<file path="src/pkg/gctl_pkg.sv">
// Constants for the global control register bank of the clock chip.
// Assumes a 32-bit APB slave with word-aligned registers.
package gctl_pkg;

   // Bus widths
   localparam int ADDR_W = 12;
   localparam int DATA_W = 32;
   localparam int REG_W = 8;
   localparam int IDX_W = 10;

   // Register indices; byte address is four times the index
   localparam logic [9:0] IDX_GLOBAL_EN = 10'h003;
   localparam logic [9:0] IDX_PAIR_EN = 10'h004;
   localparam logic [9:0] IDX_MODE = 10'h005;
   localparam logic [9:0] IDX_ALARM_CLR = 10'h006;
   localparam logic [9:0] IDX_MISC_RSVD = 10'h007;
   localparam logic [9:0] IDX_SCRATCH = 10'h008;
   localparam logic [9:0] IDX_LOCK_SYNC = 10'h009;
   localparam logic [9:0] IDX_IRQ_STATUS = 10'h070;
   localparam logic [9:0] IDX_IRQ_CLEAR = 10'h071;
   localparam logic [9:0] IDX_IRQ_EN = 10'h072;

   // Field positions
   localparam int GE_RESEED = 5;
   localparam int GE_VCO_LSB = 3;
   localparam int GE_SYSREF = 2;
   localparam int GE_LOOP2 = 1;
   localparam int GE_LOOP1 = 0;
   localparam int MODE_SYNC_LSB = 6;
   localparam int MODE_CLOCK_INPUT_ONE_VCO = 5;
   localparam int MODE_CLOCK_INPUT_ZERO_RF = 4;
   localparam int ALARM_CLR_BIT = 0;
   localparam int NO_ALIGN_BIT = 0;
   localparam int PAIRS = 7;
   localparam int CHANNELS = 14;
   localparam int REF_PATHS = 4;

   // Values after reset
   localparam logic [7:0] RST_REG = 8'h00;
   localparam logic [3:0] RST_EV = 4'h0;

   // VCO selection codes
   localparam logic [1:0] VCO_EXT = 2'h0;
   localparam logic [1:0] VCO_HIGH = 2'h1;
   localparam logic [1:0] VCO_LOW = 2'h2;

   // Sync pin modes
   localparam logic [1:0] SYNC_OFF = 2'h0;
   localparam logic [1:0] SYNC_ALIGN = 2'h1;
   localparam logic [1:0] SYNC_PULSE = 2'h2;
   localparam logic [1:0] SYNC_AUTO = 2'h3;

   // Interrupt event bits
   localparam int EV_W = 4;
   localparam int EV_SYNC = 0;
   localparam int EV_PULSE = 1;
   localparam int EV_LOCK = 2;
   localparam int EV_ALARM = 3;

endpackage

</file>
<file path="src/pkg/event_if.sv">
// Bundle between the register bank and its event and interrupt helpers.
// Assumes one clock domain; all signals change after sys_clk edges.
`timescale 1ns/1ps
interface event_if;
   logic [1:0] sync_mode;
   logic loop2_en;
   logic no_align;
   logic alarm_present;
   logic pin;
   logic locked;
   logic sync_ev;
   logic pulse_ev;
   logic lock_ev;
   logic alarm_ev;
   logic [3:0] irq_en;
   logic clr_wr;
   logic [3:0] clr_bits;
   logic [3:0] status;
   logic irq;
   modport gen (input sync_mode, loop2_en, no_align, alarm_present, pin,
      locked, output sync_ev, pulse_ev, lock_ev);
   modport irqs (input sync_ev, pulse_ev, lock_ev, alarm_ev, irq_en,
      clr_wr, clr_bits, output status, irq);
endinterface

</file>
<file path="src/logic/clock_chip_global_control_regs.sv">
// Global control register bank: loop enables, VCO choice, channel pairs,
// sync pin handling, alarm latch and scratchpad, behind an APB slave.
// Assumes APB inputs and device status inputs are synchronous to sys_clk.
`timescale 1ns/1ps

////////////////////////////////////////////////////////////////////////////
// Operation
// - Global enable bit 5 turns SYSREF reseeding from the RF clock on.
// - VCO field 00 external/off, 01 high band, 10 low band.
// - Global enable bit 2 turns the SYSREF time reference on.
// - Global enable bit 1 is the master enable of the second loop.
// - Global enable bit 0 is the master enable of the first loop.
// - Pair-enable bit n enables output channels 2n and 2n+1.
// - Sync pin mode 00 ignores the pin.
// - Mode 01 carries a pin rising edge through the second loop.
// - Mode 10 turns a pin edge into a pulse-generator request.
// - Mode 11 aligns when an alarm exists, else requests pulses.
// - Mode bit 5 makes clock input one the external VCO input.
// - Mode bit 4 makes clock input zero the RF sync input.
// - Reference bit k enables clock input k for the first loop.
// - Alarm clear bit 0 clears all latched alarms.
// - Scratchpad stores and returns any byte, no other effect.
// - Lock-sync bit 0 clear: second loop aligns on lock.
// - Lock-sync bit 0 set: no alignment event on lock.
module clock_chip_global_control_regs (
   // Clock and reset
   input wire logic sys_clk,
   input wire logic rst,
   // APB slave
   input wire logic [11:0] paddr,
   input wire logic psel,
   input wire logic penable,
   input wire logic pwrite,
   input wire logic [31:0] pwdata,
   input wire logic [3:0] pstrb,
   output logic [31:0] prdata,
   output logic pready,
   output logic pslverr,
   // Device status
   input wire logic sync_pin,
   input wire logic second_loop_locked,
   input wire logic alarm_in,
   // Loop and reference control
   output logic first_loop_on,
   output logic second_loop_on,
   output logic rf_reseed_on,
   output logic sysref_time_ref_on,
   output logic high_band_vco_on,
   output logic low_band_vco_on,
   output logic ext_vco_sel,
   output logic [13:0] channel_on,
   output logic clock_input_one_ext_vco,
   output logic clock_input_zero_rf_sync,
   output logic [3:0] ref_path_on,
   // Alarm and events
   output logic alarm_clear_pulse,
   output logic alarms_latched,
   output logic align_event,
   output logic pulse_gen_req,
   output logic lock_align_event,
   output logic irq
);

   ////////////////////////////////////////////////////////////////////////
   // Helpers

   function automatic logic [13:0] pair_expand(input logic [6:0] pairs);
      logic [13:0] res;
      res = 14'h0000;
      for (int n = 0; n < gctl_pkg::PAIRS; n++) begin
         res[2*n] = pairs[n];
         res[2*n+1] = pairs[n];
      end
      return res;
   endfunction

   function automatic logic is_mapped(input logic [11:0] addr);
      logic [9:0] idx;
      idx = addr[11:2];
      return (addr[1:0] == 2'h0) &&
         (((idx >= gctl_pkg::IDX_GLOBAL_EN) &&
         (idx <= gctl_pkg::IDX_LOCK_SYNC)) ||
         ((idx >= gctl_pkg::IDX_IRQ_STATUS) &&
         (idx <= gctl_pkg::IDX_IRQ_EN)));
   endfunction

   ////////////////////////////////////////////////////////////////////////
   // Declarations

   logic [7:0] ge_r;
   logic [7:0] pair_r;
   logic [7:0] mode_r;
   logic [7:0] alarm_clr_r;
   logic [7:0] misc_r;
   logic [7:0] scratch_r;
   logic [7:0] lock_r;
   logic [3:0] irq_en_r;
   logic [31:0] prdata_r;
   logic pready_r;
   logic pslverr_r;
   logic alm_r;
   logic clr_pulse_r;
   logic [9:0] idx;
   logic wr_en;
   logic [31:0] rd_val;
   logic alarm_clr_now;

   event_if ev ();

   assign idx = paddr[11:2];
   // Write lands at the access edge; pready is high in every access cycle
   assign wr_en = psel & penable & pwrite & pready_r & pstrb[0] &
      is_mapped(paddr);
   assign alarm_clr_now = wr_en & (idx == gctl_pkg::IDX_ALARM_CLR) &
      pwdata[gctl_pkg::ALARM_CLR_BIT];

   ////////////////////////////////////////////////////////////////////////
   // APB handshake: one access cycle, data captured in setup

   always_comb begin
      case (idx)
         gctl_pkg::IDX_GLOBAL_EN: rd_val = {24'h000000, ge_r};
         gctl_pkg::IDX_PAIR_EN: rd_val = {24'h000000, pair_r};
         gctl_pkg::IDX_MODE: rd_val = {24'h000000, mode_r};
         gctl_pkg::IDX_ALARM_CLR: rd_val = {24'h000000, alarm_clr_r};
         gctl_pkg::IDX_MISC_RSVD: rd_val = {24'h000000, misc_r};
         gctl_pkg::IDX_SCRATCH: rd_val = {24'h000000, scratch_r};
         gctl_pkg::IDX_LOCK_SYNC: rd_val = {24'h000000, lock_r};
         gctl_pkg::IDX_IRQ_STATUS: rd_val = {28'h0000000, ev.status};
         gctl_pkg::IDX_IRQ_EN: rd_val = {28'h0000000, irq_en_r};
         default: rd_val = 32'h00000000;
      endcase
      if (!is_mapped(paddr)) begin
         rd_val = 32'h00000000;
      end
   end

   always_ff @(posedge sys_clk or posedge rst) begin
      if (rst) begin
         pready_r <= 1'b0;
         pslverr_r <= 1'b0;
         prdata_r <= 32'h00000000;
      end else begin
         pready_r <= psel & ~penable;
         pslverr_r <= psel & ~penable & ~is_mapped(paddr);
         if (psel && !penable && !pwrite) begin
            prdata_r <= rd_val;
         end
      end
   end

   ////////////////////////////////////////////////////////////////////////
   // Register file

   always_ff @(posedge sys_clk or posedge rst) begin
      if (rst) begin
         ge_r <= gctl_pkg::RST_REG;
         pair_r <= gctl_pkg::RST_REG;
         mode_r <= gctl_pkg::RST_REG;
         alarm_clr_r <= gctl_pkg::RST_REG;
         misc_r <= gctl_pkg::RST_REG;
         scratch_r <= gctl_pkg::RST_REG;
         lock_r <= gctl_pkg::RST_REG;
         irq_en_r <= gctl_pkg::RST_EV;
      end else if (wr_en) begin
         case (idx)
            gctl_pkg::IDX_GLOBAL_EN: ge_r <= pwdata[7:0];
            gctl_pkg::IDX_PAIR_EN: pair_r <= pwdata[7:0];
            gctl_pkg::IDX_MODE: mode_r <= pwdata[7:0];
            gctl_pkg::IDX_ALARM_CLR: alarm_clr_r <= pwdata[7:0];
            gctl_pkg::IDX_MISC_RSVD: misc_r <= pwdata[7:0];
            gctl_pkg::IDX_SCRATCH: scratch_r <= pwdata[7:0];
            gctl_pkg::IDX_LOCK_SYNC: lock_r <= pwdata[7:0];
            gctl_pkg::IDX_IRQ_EN: irq_en_r <= pwdata[3:0];
            default: irq_en_r <= irq_en_r;
         endcase
      end
   end

   ////////////////////////////////////////////////////////////////////////
   // Alarm latch: a live alarm beats the clear so it cannot be lost

   always_ff @(posedge sys_clk or posedge rst) begin
      if (rst) begin
         alm_r <= 1'b0;
         clr_pulse_r <= 1'b0;
      end else begin
         alm_r <= alarm_in | (alm_r & ~alarm_clr_now);
         clr_pulse_r <= alarm_clr_now;
      end
   end

   ////////////////////////////////////////////////////////////////////////
   // Registered control outputs, one cycle behind the registers

   always_ff @(posedge sys_clk or posedge rst) begin
      if (rst) begin
         first_loop_on <= 1'b0;
         second_loop_on <= 1'b0;
         rf_reseed_on <= 1'b0;
         sysref_time_ref_on <= 1'b0;
         channel_on <= 14'h0000;
         clock_input_one_ext_vco <= 1'b0;
         clock_input_zero_rf_sync <= 1'b0;
         ref_path_on <= 4'h0;
      end else begin
         first_loop_on <= ge_r[gctl_pkg::GE_LOOP1];
         second_loop_on <= ge_r[gctl_pkg::GE_LOOP2];
         rf_reseed_on <= ge_r[gctl_pkg::GE_RESEED];
         sysref_time_ref_on <= ge_r[gctl_pkg::GE_SYSREF];
         channel_on <= pair_expand(pair_r[6:0]);
         clock_input_one_ext_vco <= mode_r[gctl_pkg::MODE_CLOCK_INPUT_ONE_VCO];
         clock_input_zero_rf_sync <= mode_r[gctl_pkg::MODE_CLOCK_INPUT_ZERO_RF];
         ref_path_on <= mode_r[3:0];
      end
   end

   always_ff @(posedge sys_clk or posedge rst) begin
      if (rst) begin
         high_band_vco_on <= 1'b0;
         low_band_vco_on <= 1'b0;
         ext_vco_sel <= 1'b1;
      end else begin
         high_band_vco_on <= 1'b0;
         low_band_vco_on <= 1'b0;
         ext_vco_sel <= 1'b0;
         case (ge_r[gctl_pkg::GE_VCO_LSB +: 2])
            gctl_pkg::VCO_HIGH: high_band_vco_on <= 1'b1;
            gctl_pkg::VCO_LOW: low_band_vco_on <= 1'b1;
            default: ext_vco_sel <= 1'b1;
         endcase
      end
   end

   ////////////////////////////////////////////////////////////////////////
   // Event helpers; pin events are dropped while the second loop is off

   assign ev.sync_mode = mode_r[gctl_pkg::MODE_SYNC_LSB +: 2];
   assign ev.loop2_en = ge_r[gctl_pkg::GE_LOOP2];
   assign ev.no_align = lock_r[gctl_pkg::NO_ALIGN_BIT];
   assign ev.alarm_present = alm_r;
   assign ev.pin = sync_pin;
   assign ev.locked = second_loop_locked;
   assign ev.alarm_ev = alarm_in & ~alm_r;
   assign ev.irq_en = irq_en_r;
   assign ev.clr_wr = wr_en & (idx == gctl_pkg::IDX_IRQ_CLEAR);
   assign ev.clr_bits = pwdata[3:0];

   sync_event_gen u_sync (
      .sys_clk(sys_clk),
      .rst(rst),
      .ev(ev)
   );

   irq_status u_irq (
      .sys_clk(sys_clk),
      .rst(rst),
      .ev(ev)
   );

   assign prdata = prdata_r;
   assign pready = pready_r;
   assign pslverr = pslverr_r;
   assign alarm_clear_pulse = clr_pulse_r;
   assign alarms_latched = alm_r;
   assign align_event = ev.sync_ev;
   assign pulse_gen_req = ev.pulse_ev;
   assign lock_align_event = ev.lock_ev;
   assign irq = ev.irq;

   logic wr_ge;
   assign wr_ge = wr_en && (idx == gctl_pkg::IDX_GLOBAL_EN);
endmodule // clock_chip_global_control_regs

</file>
<file path="src/logic/irq_status.sv">
// Sticky event status with enable mask and one level interrupt.
// Assumes event pulses and clear strobes are synchronous to sys_clk.
`timescale 1ns/1ps
module irq_status (
   // Clock and reset
   input wire logic sys_clk,
   input wire logic rst,
   // Event bundle
   event_if.irqs ev
);
   logic [3:0] set_v;
   logic [3:0] status_r;
   logic [3:0] status_nxt;
   logic irq_r;

   always_comb begin
      set_v = gctl_pkg::RST_EV;
      set_v[gctl_pkg::EV_SYNC] = ev.sync_ev;
      set_v[gctl_pkg::EV_PULSE] = ev.pulse_ev;
      set_v[gctl_pkg::EV_LOCK] = ev.lock_ev;
      set_v[gctl_pkg::EV_ALARM] = ev.alarm_ev;
      // A new event beats a clear in the same cycle
      status_nxt = status_r & ~(ev.clr_wr ? ev.clr_bits : 4'h0);
      status_nxt = status_nxt | set_v;
   end

   always_ff @(posedge sys_clk or posedge rst) begin
      if (rst) begin
         status_r <= gctl_pkg::RST_EV;
         irq_r <= 1'b0;
      end else begin
         status_r <= status_nxt;
         irq_r <= |(status_nxt & ev.irq_en);
      end
   end

   assign ev.status = status_r;
   assign ev.irq = irq_r;
endmodule // irq_status

</file>
<file path="src/logic/sync_event_gen.sv">
// Turns sync pin edges and loop lock into one-cycle event pulses.
// Assumes pin and lock inputs are already synchronous to sys_clk.
`timescale 1ns/1ps
module sync_event_gen (
   // Clock and reset
   input wire logic sys_clk,
   input wire logic rst,
   // Event bundle
   event_if.gen ev
);
   logic pin_q_r;
   logic lock_q_r;
   logic pin_rise;
   logic lock_rise;

   assign pin_rise = ev.pin & ~pin_q_r & ev.loop2_en;
   assign lock_rise = ev.locked & ~lock_q_r & ev.loop2_en;

   always_ff @(posedge sys_clk or posedge rst) begin
      if (rst) begin
         pin_q_r <= 1'b0;
         lock_q_r <= 1'b0;
      end else begin
         pin_q_r <= ev.pin;
         lock_q_r <= ev.locked;
      end
   end

   always_ff @(posedge sys_clk or posedge rst) begin
      if (rst) begin
         ev.sync_ev <= 1'b0;
         ev.pulse_ev <= 1'b0;
      end else begin
         ev.sync_ev <= 1'b0;
         ev.pulse_ev <= 1'b0;
         if (pin_rise) begin
            case (ev.sync_mode)
               gctl_pkg::SYNC_ALIGN: ev.sync_ev <= 1'b1;
               gctl_pkg::SYNC_PULSE: ev.pulse_ev <= 1'b1;
               gctl_pkg::SYNC_AUTO: begin
                  ev.sync_ev <= ev.alarm_present;
                  ev.pulse_ev <= ~ev.alarm_present;
               end
               default: ev.sync_ev <= 1'b0;
            endcase
         end
      end
   end

   always_ff @(posedge sys_clk or posedge rst) begin
      if (rst) begin
         ev.lock_ev <= 1'b0;
      end else begin
         ev.lock_ev <= lock_rise & ~ev.no_align;
      end
   end
endmodule // sync_event_gen

</file>
<file path="config.mk">
export PLATFORM = sky130hd
export DESIGN_NAME = clock_chip_global_control_regs
export DESIGN_NICKNAME = d
export VERILOG_FILES = /design/src/pkg/gctl_pkg.sv /design/src/pkg/event_if.sv /design/src/logic/clock_chip_global_control_regs.sv /design/src/logic/irq_status.sv /design/src/logic/sync_event_gen.sv
export SDC_FILE = /design/constraint.sdc
export NUM_CORES = 1
export LEC_CHECK = 0
export ABC_CLOCK_PERIOD_IN_PS = 3340
export BUFFER_PORTS_ARGS = -buffer_cell sky130_fd_sc_hd__buf_2
export CELL_PAD_IN_SITES_DETAIL_PLACEMENT = 1
export CELL_PAD_IN_SITES_GLOBAL_PLACEMENT = 1
export CORE_ASPECT_RATIO = 0.7
export CORE_MARGIN = 2
export CORE_UTILIZATION = 38
export CTS_CLUSTER_DIAMETER = 80
export CTS_CLUSTER_SIZE = 40
export DETAILED_ROUTE_END_ITERATION = 6
export GPL_ROUTABILITY_DRIVEN = 0
export PLACE_DENSITY = 0.73
export SYNTH_ARGS = -nofsm -noshare
export SYNTH_HDL_FRONTEND = slang
export SYNTH_SLANG_ARGS = --single-unit
</file>
<file path="constraint.sdc">
create_clock -name sys_clk -period 3.34 [get_ports sys_clk]
set_input_delay 0.668 -clock sys_clk [delete_from_list [all_inputs] [get_ports sys_clk]]
set_output_delay 0.668 -clock sys_clk [all_outputs]
set_load 0.02 [all_outputs]
</file>
# Word level (Yosys, flattened, before mapping)
# Cells that the tools add are included.
dict set report word_totals {
  reg_bits 132
  input_bits 56
  out_inout_bits 67
  wordCells 108
}
dict set report classes {
  magnitude_cmp 4
  eq_ne 15
  muxes 10
  n_bitwise 29
  n_reduce_logical 19
}
# cell n
set ops {}
lappend ops {{case mux 8 bit (9 select lines)} 1}
lappend ops {{== test 10 x 3 -> 1 bit (second input constant)} 4}
lappend ops {{two-way mux 32 bit} 1}
lappend ops {{== test 10 x 7 -> 1 bit (second input constant)} 3}
lappend ops {{== test 10 x 4 -> 1 bit (second input constant)} 2}
lappend ops {{AND 1 bit} 17}
lappend ops {{AND reduction 2 bit} 8}
lappend ops {{== test 10 x 2 -> 1 bit (second input constant)} 1}
lappend ops {{>= comparator 10 x 2 -> 1 bit (second input constant)} 1}
lappend ops {{>= comparator 10 x 7 -> 1 bit (second input constant)} 1}
lappend ops {{<= comparator 10 x 4 -> 1 bit (second input constant)} 1}
lappend ops {{<= comparator 10 x 7 -> 1 bit (second input constant)} 1}
lappend ops {{AND 4 bit} 2}
lappend ops {{NOT 1 bit} 7}
lappend ops {{== test 2 bit (second input constant)} 3}
lappend ops {{logical AND 1 bit} 5}
lappend ops {{two-way mux 1 bit} 5}
lappend ops {{== test 2 x 1 -> 1 bit (second input constant)} 2}
lappend ops {{two-way mux 4 bit} 1}
lappend ops {{NOT 4 bit} 1}
lappend ops {{OR 4 bit} 1}
lappend ops {{case mux 1 bit (2 select lines)} 2}
lappend ops {{OR reduction 4 bit} 1}
lappend ops {{logical NOT 1 bit} 2}
lappend ops {{other kinds (4)} 4}

# Logic depth before layout (Yosys ltp)
# Gate-level depths: netlist of the first run.
dict set report depth {
  word_depth 12
  mapped_depth 7
  ltp_nobuf 5
}

# By module
# Synthesis of the first run repeated with hierarchy kept, for this count alone.
dict set report unflattened {
  hier_cells 355
  area_unflattened_um2 4635.7
}
# mod n_inst cells_per_inst area_each_um2 seq_area_each_um2
set by_module_without_submodules {}
lappend by_module_without_submodules {clock_chip_global_control_regs 1 323 4215.3 2303.5}
lappend by_module_without_submodules {irq_status 1 20 220.2 125.1}
lappend by_module_without_submodules {sync_event_gen 1 12 200.2 125.1}

# Worst setup path after synthesis of the first run
# No wires, ideal clock.
dict set report synth_timing {
  path_type {input port to flip-flop}
  from {in paddr[5]}
  to {reg prdata_r[5], in the netlist prdata[5]}
  setup_ns 0.079
  arrival_time_ns 2.187
  required_ns 3.261
  setup_slack_ns 1.073
  stages 7
  path_buffers 2
  cell_sequence {buf_6 or4_4 buf_6 or3_4 nand3_2 nand3_4 a2bb2oi_1}
}
dict set report synth_via {
  elab_chain_cells 5
  word_cells_on_any_way 19
  classes_between {order compare (4); eq/ne (9); mux (2); reduce/logical (4)}
}
# item line
set synth_lines {}
lappend synth_lines {{start: declaration} clock_chip_global_control_regs.sv:30} ;# input wire logic [11:0] paddr,
lappend synth_lines {{>= comparator 10 x 2 -> 1 bit (tied with other cells)} clock_chip_global_control_regs.sv:81} ;# (((idx >= gctl_pkg::IDX_GLOBAL_EN) &&
lappend synth_lines {{logical AND 1 bit (on tied branches)} {clock_chip_global_control_regs.sv:81, clock_chip_global_control_regs.sv:83}}
lappend synth_lines {{logical OR 1 bit} clock_chip_global_control_regs.sv:82} ;# (idx <= gctl_pkg::IDX_LOCK_SYNC)) ||
lappend synth_lines {{logical AND 1 bit} clock_chip_global_control_regs.sv:80} ;# return (addr[1:0] == 2'h0) &&
lappend synth_lines {{two-way mux 32 bit (*)} clock_chip_global_control_regs.sv:133} ;# if (!is_mapped(paddr)) begin
lappend synth_lines {{end signal: assignment} clock_chip_global_control_regs.sv:147} ;# prdata_r <= rd_val;
lappend synth_lines {{end: declaration} clock_chip_global_control_regs.sv:98} ;# logic [31:0] prdata_r;
# Mark *: on every way between the ends. The rest lies on a longest branch, timed or not.
# A chain may end at the register's enable or synchronous reset.

# Worst setup path in the final report of the first run
dict set report layout_timing {
  from {in paddr[9]}
  to {reg mode_r[0]}
}
dict set report layout_via {
  elab_chain_cells 6
  word_cells_on_any_way 11
  classes_between {order compare (4); eq/ne (1); bitwise (1); reduce/logical (5)}
}
# item line
set layout_lines {}
lappend layout_lines {{>= comparator 10 x 2 -> 1 bit (tied with other cells)} clock_chip_global_control_regs.sv:81}
lappend layout_lines {{logical AND 1 bit (on tied branches)} {clock_chip_global_control_regs.sv:81, clock_chip_global_control_regs.sv:83}}
lappend layout_lines {{logical OR 1 bit} clock_chip_global_control_regs.sv:82}
lappend layout_lines {{logical AND 1 bit} clock_chip_global_control_regs.sv:80}
lappend layout_lines {{AND 1 bit} clock_chip_global_control_regs.sv:112} ;# assign wr_en = psel & penable & pwrite & pready_r & pstrb[0] &
lappend layout_lines {{AND reduction 2 bit (no source line) (*)} n/a}
lappend layout_lines {{end signal: assignment} clock_chip_global_control_regs.sv:159} ;# mode_r <= gctl_pkg::RST_REG;
lappend layout_lines {{end signal: assignment} clock_chip_global_control_regs.sv:169} ;# gctl_pkg::IDX_MODE: mode_r <= pwdata[7:0];
lappend layout_lines {{end: declaration} clock_chip_global_control_regs.sv:92} ;# logic [7:0] mode_r;
# Marks and branches as above.

==> run metrics, run 1 <==
highest clock rate=around 420 MHz; initial antenna violation count=0; Final Cycle Share=71.1%; fin nets=around 510; fin. max-slew vios=0; Via Count=about 3300; CTS buffer count=9; Post-Syn Area per Cell=between 10 and 15 um2; Syn. warnings=0; post-DR wirelength/cell=slightly below 20 um; outcome=finished, final reports clean; Required @ worst endpoint=3.57 ns; Core ar.=roughly 12000 um2; clk_skew=about 0.0035 ns; CP arrival=approximately 2.6 ns; number of synthesized flops with an enable pin=0; GRT Overall Usage=between 10% and 20%; CP Max Fanout=9; Die Area=13400 um2; flops & latches, synth=between 100 and 150; gr ovfl total=0; Post-Synth Simple-Gate Area=11.7%; Filler cells=1347; Reg clk slew, reported paths=around 0.070 ns; number of H-tree levels=3; first-pass GRT wire length=between 15000 and 20000 um; clk_lat worst skew=around 0.34 ns; setup TNS=0 ns; vias per cell=about 5.3; RSZ-0062 raised after global routing=no; drt first pass iters=4; Adder-Cell Fraction of Synth Area=less than 1%; Pwr per Cell Area=approximately 470 nW/um2; Mapped Cells=~380; prevailing post-synth register cell=dfrtp_1; CP Capture Type=flip-flop; min-delay worst type=reg2reg; Die Wd=around 140 um; post-CTS sizing=0; number of port buffers=71; Die Span Y=roughly 97 um; total power=about 2.6 mW; Detailed Route WL=approximately 12000 um; IO Count=around 120; multiplexer area fraction after synthesis=between 10% and 20%; post-synthesis compound-gate area fraction=between 8 and 9%; maxcap violations=0; DRC viols=0; max_slew headroom=approximately 60%; CP startpoint kind=input pin; drt initial violations=203; Seq/Total Area, Yosys=between 50% and 60%; clock tree buffer depth=2; CTS tree=yes; crit path time final=around 2.4 ns; Final Hold Viols=0; # clock sinks=a little over 100; Register Area=2550 um2; worst slew pin tran=0.594 ns; Async SR Flop Fraction=between 90% and 100%; synth unique cells=60; Setup CP Type=in2reg; Antenna Violating Nets Remaining=0; initial core utilization=38.5%; leakage=2.78 nW; num rows=34; setup violators final=0; area of the multi-input gates=roughly 1900 um2; commonest non-fill, non-tap cell in the layout=dfrtp_1; largest family of logic cells by synthesized area=multiplexers; post-synthesis xor/xnor area fraction=0%; n_diodes=0; maximum vdd drop=0.000297 V; largest net degree at the start of global routing=~100; commonest non-fill, non-tap cells in the layout=dfrtp_1 (101), buf_2 (71), mux2_2 (60); root buf cell=clkbuf_16; Post-DP HPWL=between 8000 and 9000 um; Setup Buffers After CTS=0; layout cells sized above 1=36.9%; hold buffers post-CTS=0; vias in the first global route=3374; cell area after synthesis=4730 um2; area added between synthesis and finish=15.9%
## per-layer routing
layer	routed length [um]	share of wire, %	GRT usage [%]
met5	0	0	0
met4	114	0.94	4.68
met3	711	5.9	4.17
met2	5600	46	28.2
met1	5700	47	27.8
## registers in the layout, summed over array words and instances, names as in the netlist, 4 cells and up
name and count:
u_irq.ev.status 4, scratch_r 8, ev.irq_en 4, mode_r 8, misc_r 8, alarm_clr_r 8, channel_on 7, ge_r 8
lock_r 8, prdata 8, pair_r 8, ref_path_on 4
## cell families (layout without fill, tap and decap cells)
kind of cell,Yosys count,after routing
AOI/OAI and AO/OA,58,58
adders and majority gates,2,2
buffers and inverters,56,105
DFF,102,102
muxes,76,76
other,1,24
and+or+nand+nor,88,88
## metrics by stage
stage / worst slack (ns) / util, % / std cells / area (um2) / hold WS (ns)
floorplan: 1.07 / - / 406 / 4820 / 0.364
global placement: 0.678 / 41.8 / 601 / 5140 / 0.379
detailed placement: 0.644 / 41.8 / 601 / 5140 / 0.383
CTS: 0.959 / 44.6 / 617 / 5480 / 0.398
global route: 0.804 / 44.6 / 617 / 5480 / 0.416
finish: 0.966 / 44.6 / 617 / 5480 / 0.394
## power breakdown
part,leakage [nW],total [mW],internal [mW],switching (mW)
logic,1.20,0.151,0.0361,0.115
registers,1.41,1.24,1.24,0.00136
clock network,0.167,1.18,0.732,0.446
## synthesized netlist by cell type (all sizes together), types with 4 or more instances
cell type  number  area (um2)
nor3b           4        35.0
nor4            4        40.0
o21ai          22         110
nand3          11        72.6
dfrtp         101        2530
buf            41         294
clkbuf          6        22.5
a221oi          4        35.0
a211oi          4        30.0
o31ai           4        30.0
nand2          15        56.3
and3            6        37.5
mux2           64         721
nor3            9        66.3
mux2i          11         110
inv             9        33.8
nor2b           4        25.0
nor2           13        48.8
## critical path, cell delays in order
cell,delay [ns]
buf_2,0.13
nor3_1,0.34
nand2_1,0.35
nor3_2,0.36
nand2_1,0.36
mux2_2,0.39
## worst paths after layout
path | from | to | slack (ns) | cells past startpoint
worst max-delay path | paddr[9] | mode_r[0]$_DFFE_PP0P_ | 0.97 | 6
worst max register to register | pready$_DFF_PP0_ | mode_r[0]$_DFFE_PP0P_ | 1.38 | 5
worst min register to register | pair_r[3]$_DFFE_PP0P_ | channel_on[7]$_DFF_PP0_ | 0.39 | 0
worst min-delay path | pair_r[3]$_DFFE_PP0P_ | channel_on[7]$_DFF_PP0_ | 0.39 | 0
min in group asynchronous | rst | channel_on[12]$_DFF_PP0_ | 0.47 | 3
max in group asynchronous | rst | ext_vco_sel$_DFF_PP1_ | 2.43 | 3
## final cells by class
class	instances	share of cell area, %
inverter	9	0.685
timing repair buffer	80	7.95
clock inverter	6	1.99
multi-input combinational	248	34.9
tap	162	3.70
clock buffer	10	4.18
sequential	102	46.6
(Power assumes the default switching activity.)
==> run 2, diff against run 1 <==
--- a/config.mk
+++ b/config.mk
@@ -5,18 +5,19 @@
 export SDC_FILE = /design/constraint.sdc
 export NUM_CORES = 1
 export LEC_CHECK = 0
-export ABC_CLOCK_PERIOD_IN_PS = 3340
+export ABC_AREA = 1
+export ABC_CLOCK_PERIOD_IN_PS = 2400
 export BUFFER_PORTS_ARGS = -buffer_cell sky130_fd_sc_hd__buf_2
 export CELL_PAD_IN_SITES_DETAIL_PLACEMENT = 1
 export CELL_PAD_IN_SITES_GLOBAL_PLACEMENT = 1
 export CORE_ASPECT_RATIO = 0.7
 export CORE_MARGIN = 2
-export CORE_UTILIZATION = 38
+export CORE_UTILIZATION = 39
 export CTS_CLUSTER_DIAMETER = 80
 export CTS_CLUSTER_SIZE = 40
 export DETAILED_ROUTE_END_ITERATION = 6
 export GPL_ROUTABILITY_DRIVEN = 0
-export PLACE_DENSITY = 0.73
+export PLACE_DENSITY = 0.76
 export SYNTH_ARGS = -nofsm -noshare
 export SYNTH_HDL_FRONTEND = slang
 export SYNTH_SLANG_ARGS = --single-unit
==> constraint.sdc (replaced) <==
create_clock -name sys_clk -period 2.4 [get_ports sys_clk]
set_input_delay 0.48 -clock sys_clk [delete_from_list [all_inputs] [get_ports sys_clk]]
set_output_delay 0.48 -clock sys_clk [all_outputs]
set_load 0.02 [all_outputs]
==> run 2 against run 1 <==
Via count up 9.8%; synthesized cell count increased by 24%; sequential power rose by 39%; core utilization grew 3.6 points; critical path depth rose by 9; critical path type unchanged.
==> run metrics, run 2 <==
count leader, synth=nand2_1; commonest non-fill, non-tap cells in the layout=nand2_1 (135), dfrtp_1 (101), buf_2 (71); DP Worst Slack=-0.0524 ns; cell area after synthesis=~4400 um2; clock tree buffer depth=2; Antenna Violating Nets Remaining=0; Pwr per Cell Area=around 620 nW/um2; Mapped Cells=between 400 and 500; largest net degree at the start of global routing=27; CP startpoint kind=input pin; vias per cell=~5; post-DR wirelength/cell=approximately 16 um; Die Wd=approximately 130 um; # clock sinks=approximately 100; setup violators final=0; maxcap violations=0; commonest non-fill, non-tap cell in the layout=nand2_1; IO Count=around 120; vias in the first global route=between 3000 and 4000; drt first pass iters=4; final hold slack=around 0.12 ns; Reg clk slew, reported paths=around 0.07 ns; CP Capture Type=flip-flop; worst slew pin tran=around 0.62 ns; area added between synthesis and finish=20.1%; CTS buffer count=9; CP arrival=~2.3 ns; clk_skew=about 0.0056 ns; max_slew headroom=between 50% and 60%; worst setup margin=0.278 ns; post-CTS sizing=0; Core ar.=around 11000 um2; Setup CP Type=in2reg; min-delay worst type=in2async; Area after DPL=5030 um2; Die Area=12200 um2; commonest cells in the netlist=nand2_1 (135), dfrtp_1 (101), o21ai_0 (64); maximum vdd drop=~0.00036 V; synth unique cells=28; GRT Overall Usage=between 20 and 25%; root buf cell=clkbuf_16; design area=approximately 5300 um2; initial core utilization=~40%; Detailed Route WL=11900 um; clk_lat worst skew=~0.35 ns; highest clock rate=between 400 and 500 MHz; prevailing post-synth register cell=dfrtp_1; total power=3.30 mW; first-pass GRT wire length=a little under 20000 um; hold buffers post-CTS=0; Setup Buffers After CTS=0; Synth top area share=between 50% and 60%; layout cells sized above 1=a little over a fifth; Die Span Y=slightly above 90 um; Syn. warnings=0; DRC viols=0; flops & latches, synth=between 100 and 150; Seq/Total Area, Yosys=57.7%; leakage=~2.8 nW; area leader, netlist=dfrtp_1; Final Cycle Share=~88%; number of synthesized flops with an enable pin=0; drt initial violations=162; num rows=32; Post-DP HPWL=about 9100 um; Final Hold Viols=0; fin. max-slew vios=0; crit path time final=between 2 and 2.5 ns; gr ovfl total=0; number of H-tree levels=3; Via Count=3576; Synth area leaders=dfrtp_1 (57%), nand2_1 (11%), o21ai_0 (7.2%); CP Max Fanout=16; CTS tree=yes; outcome=finished, final reports clean; number of port buffers=just over 70; fin nets=between 600 and 700; n_diodes=0; Async SR Flop Fraction=100%; setup TNS=0 ns; RSZ-0062 raised after global routing=no; Post-Syn Area per Cell=roughly 9.3 um2; Required @ worst endpoint=around 2.6 ns; initial antenna violation count=0
## run 2: final timing paths
| path | to | startpoint | depth (start not counted) | slack, ns |
|---|---|---|---|---|
| min | lock_r[6]$_DFFE_PP0P_ | rst | 2 | 0.12 |
| max | scratch_r[0]$_DFFE_PP0P_ | paddr[11] | 15 | 0.28 |
| min reg2reg | channel_on[1]$_DFF_PP0_ | pair_r[0]$_DFFE_PP0P_ | 0 | 0.41 |
| max reg2reg | u_irq.ev.irq$_DFF_PP0_ | pready$_DFF_PP0_ | 9 | 0.80 |
| max in group asynchronous | u_sync.lock_q_r$_DFF_PP0_ | rst | 3 | 1.63 |
| min in group sys_clk | u_sync.pin_q_r$_DFF_PP0_ | sync_pin | 1 | 0.25 |
## run 2: worst max-delay path, cell delays in order
cell      delay [ns]
buf_2           0.10
nor2_1          0.14
nand2_1         0.07
nor2_1          0.15
nand2_1         0.12
nand2_1         0.10
nand2_1         0.10
a21boi_2        0.17
inv_1           0.09
nor3_4          0.24
buf_4           0.18
nand2_1         0.05
buf_4           0.19
nand2_1         0.07
o21ai_0         0.08
## run 2: power by group
part	total (mW)	switching, mW	internal, mW	leakage [nW]
clock network	1.42	0.628	0.790	0.135
logic	0.159	0.123	0.0359	1.25
registers	1.72	0.00113	1.72	1.39
total	3.30	0.752	2.55	2.78
## run 2: layout make-up
class	instances	area, um2
fill	1325	5730
sequential	102	2550
multi-input combinational	318	1500
timing repair buffer	103	633
clock buffer	14	274
tap	153	191
inverter	39	150
clock inverter	2	15.0
## run 2: routing by layer
layer	wire, um	global-route usage (%)
met5	0	0
met4	137	5.16
met1	5320	25.9
met3	538	5.53
met2	5940	36.4
## run 2: cell families after synthesis
group	count (synthesis)	synth area share [%]
compound gates	98	13.1
fa+ha+maj	2	0.565
buf+inv	77	10.3
flops	102	57.7
other cells	1	0.0847
simple gates	194	18.2
## run 2: per-stage QoR
step                      cells  util (%)
after floorplan             497         -
after global placement      715      45.5
after detailed placement    715      45.5
after CTS                   731      48.2
after global routing        731      48.2
final                       731      48.2
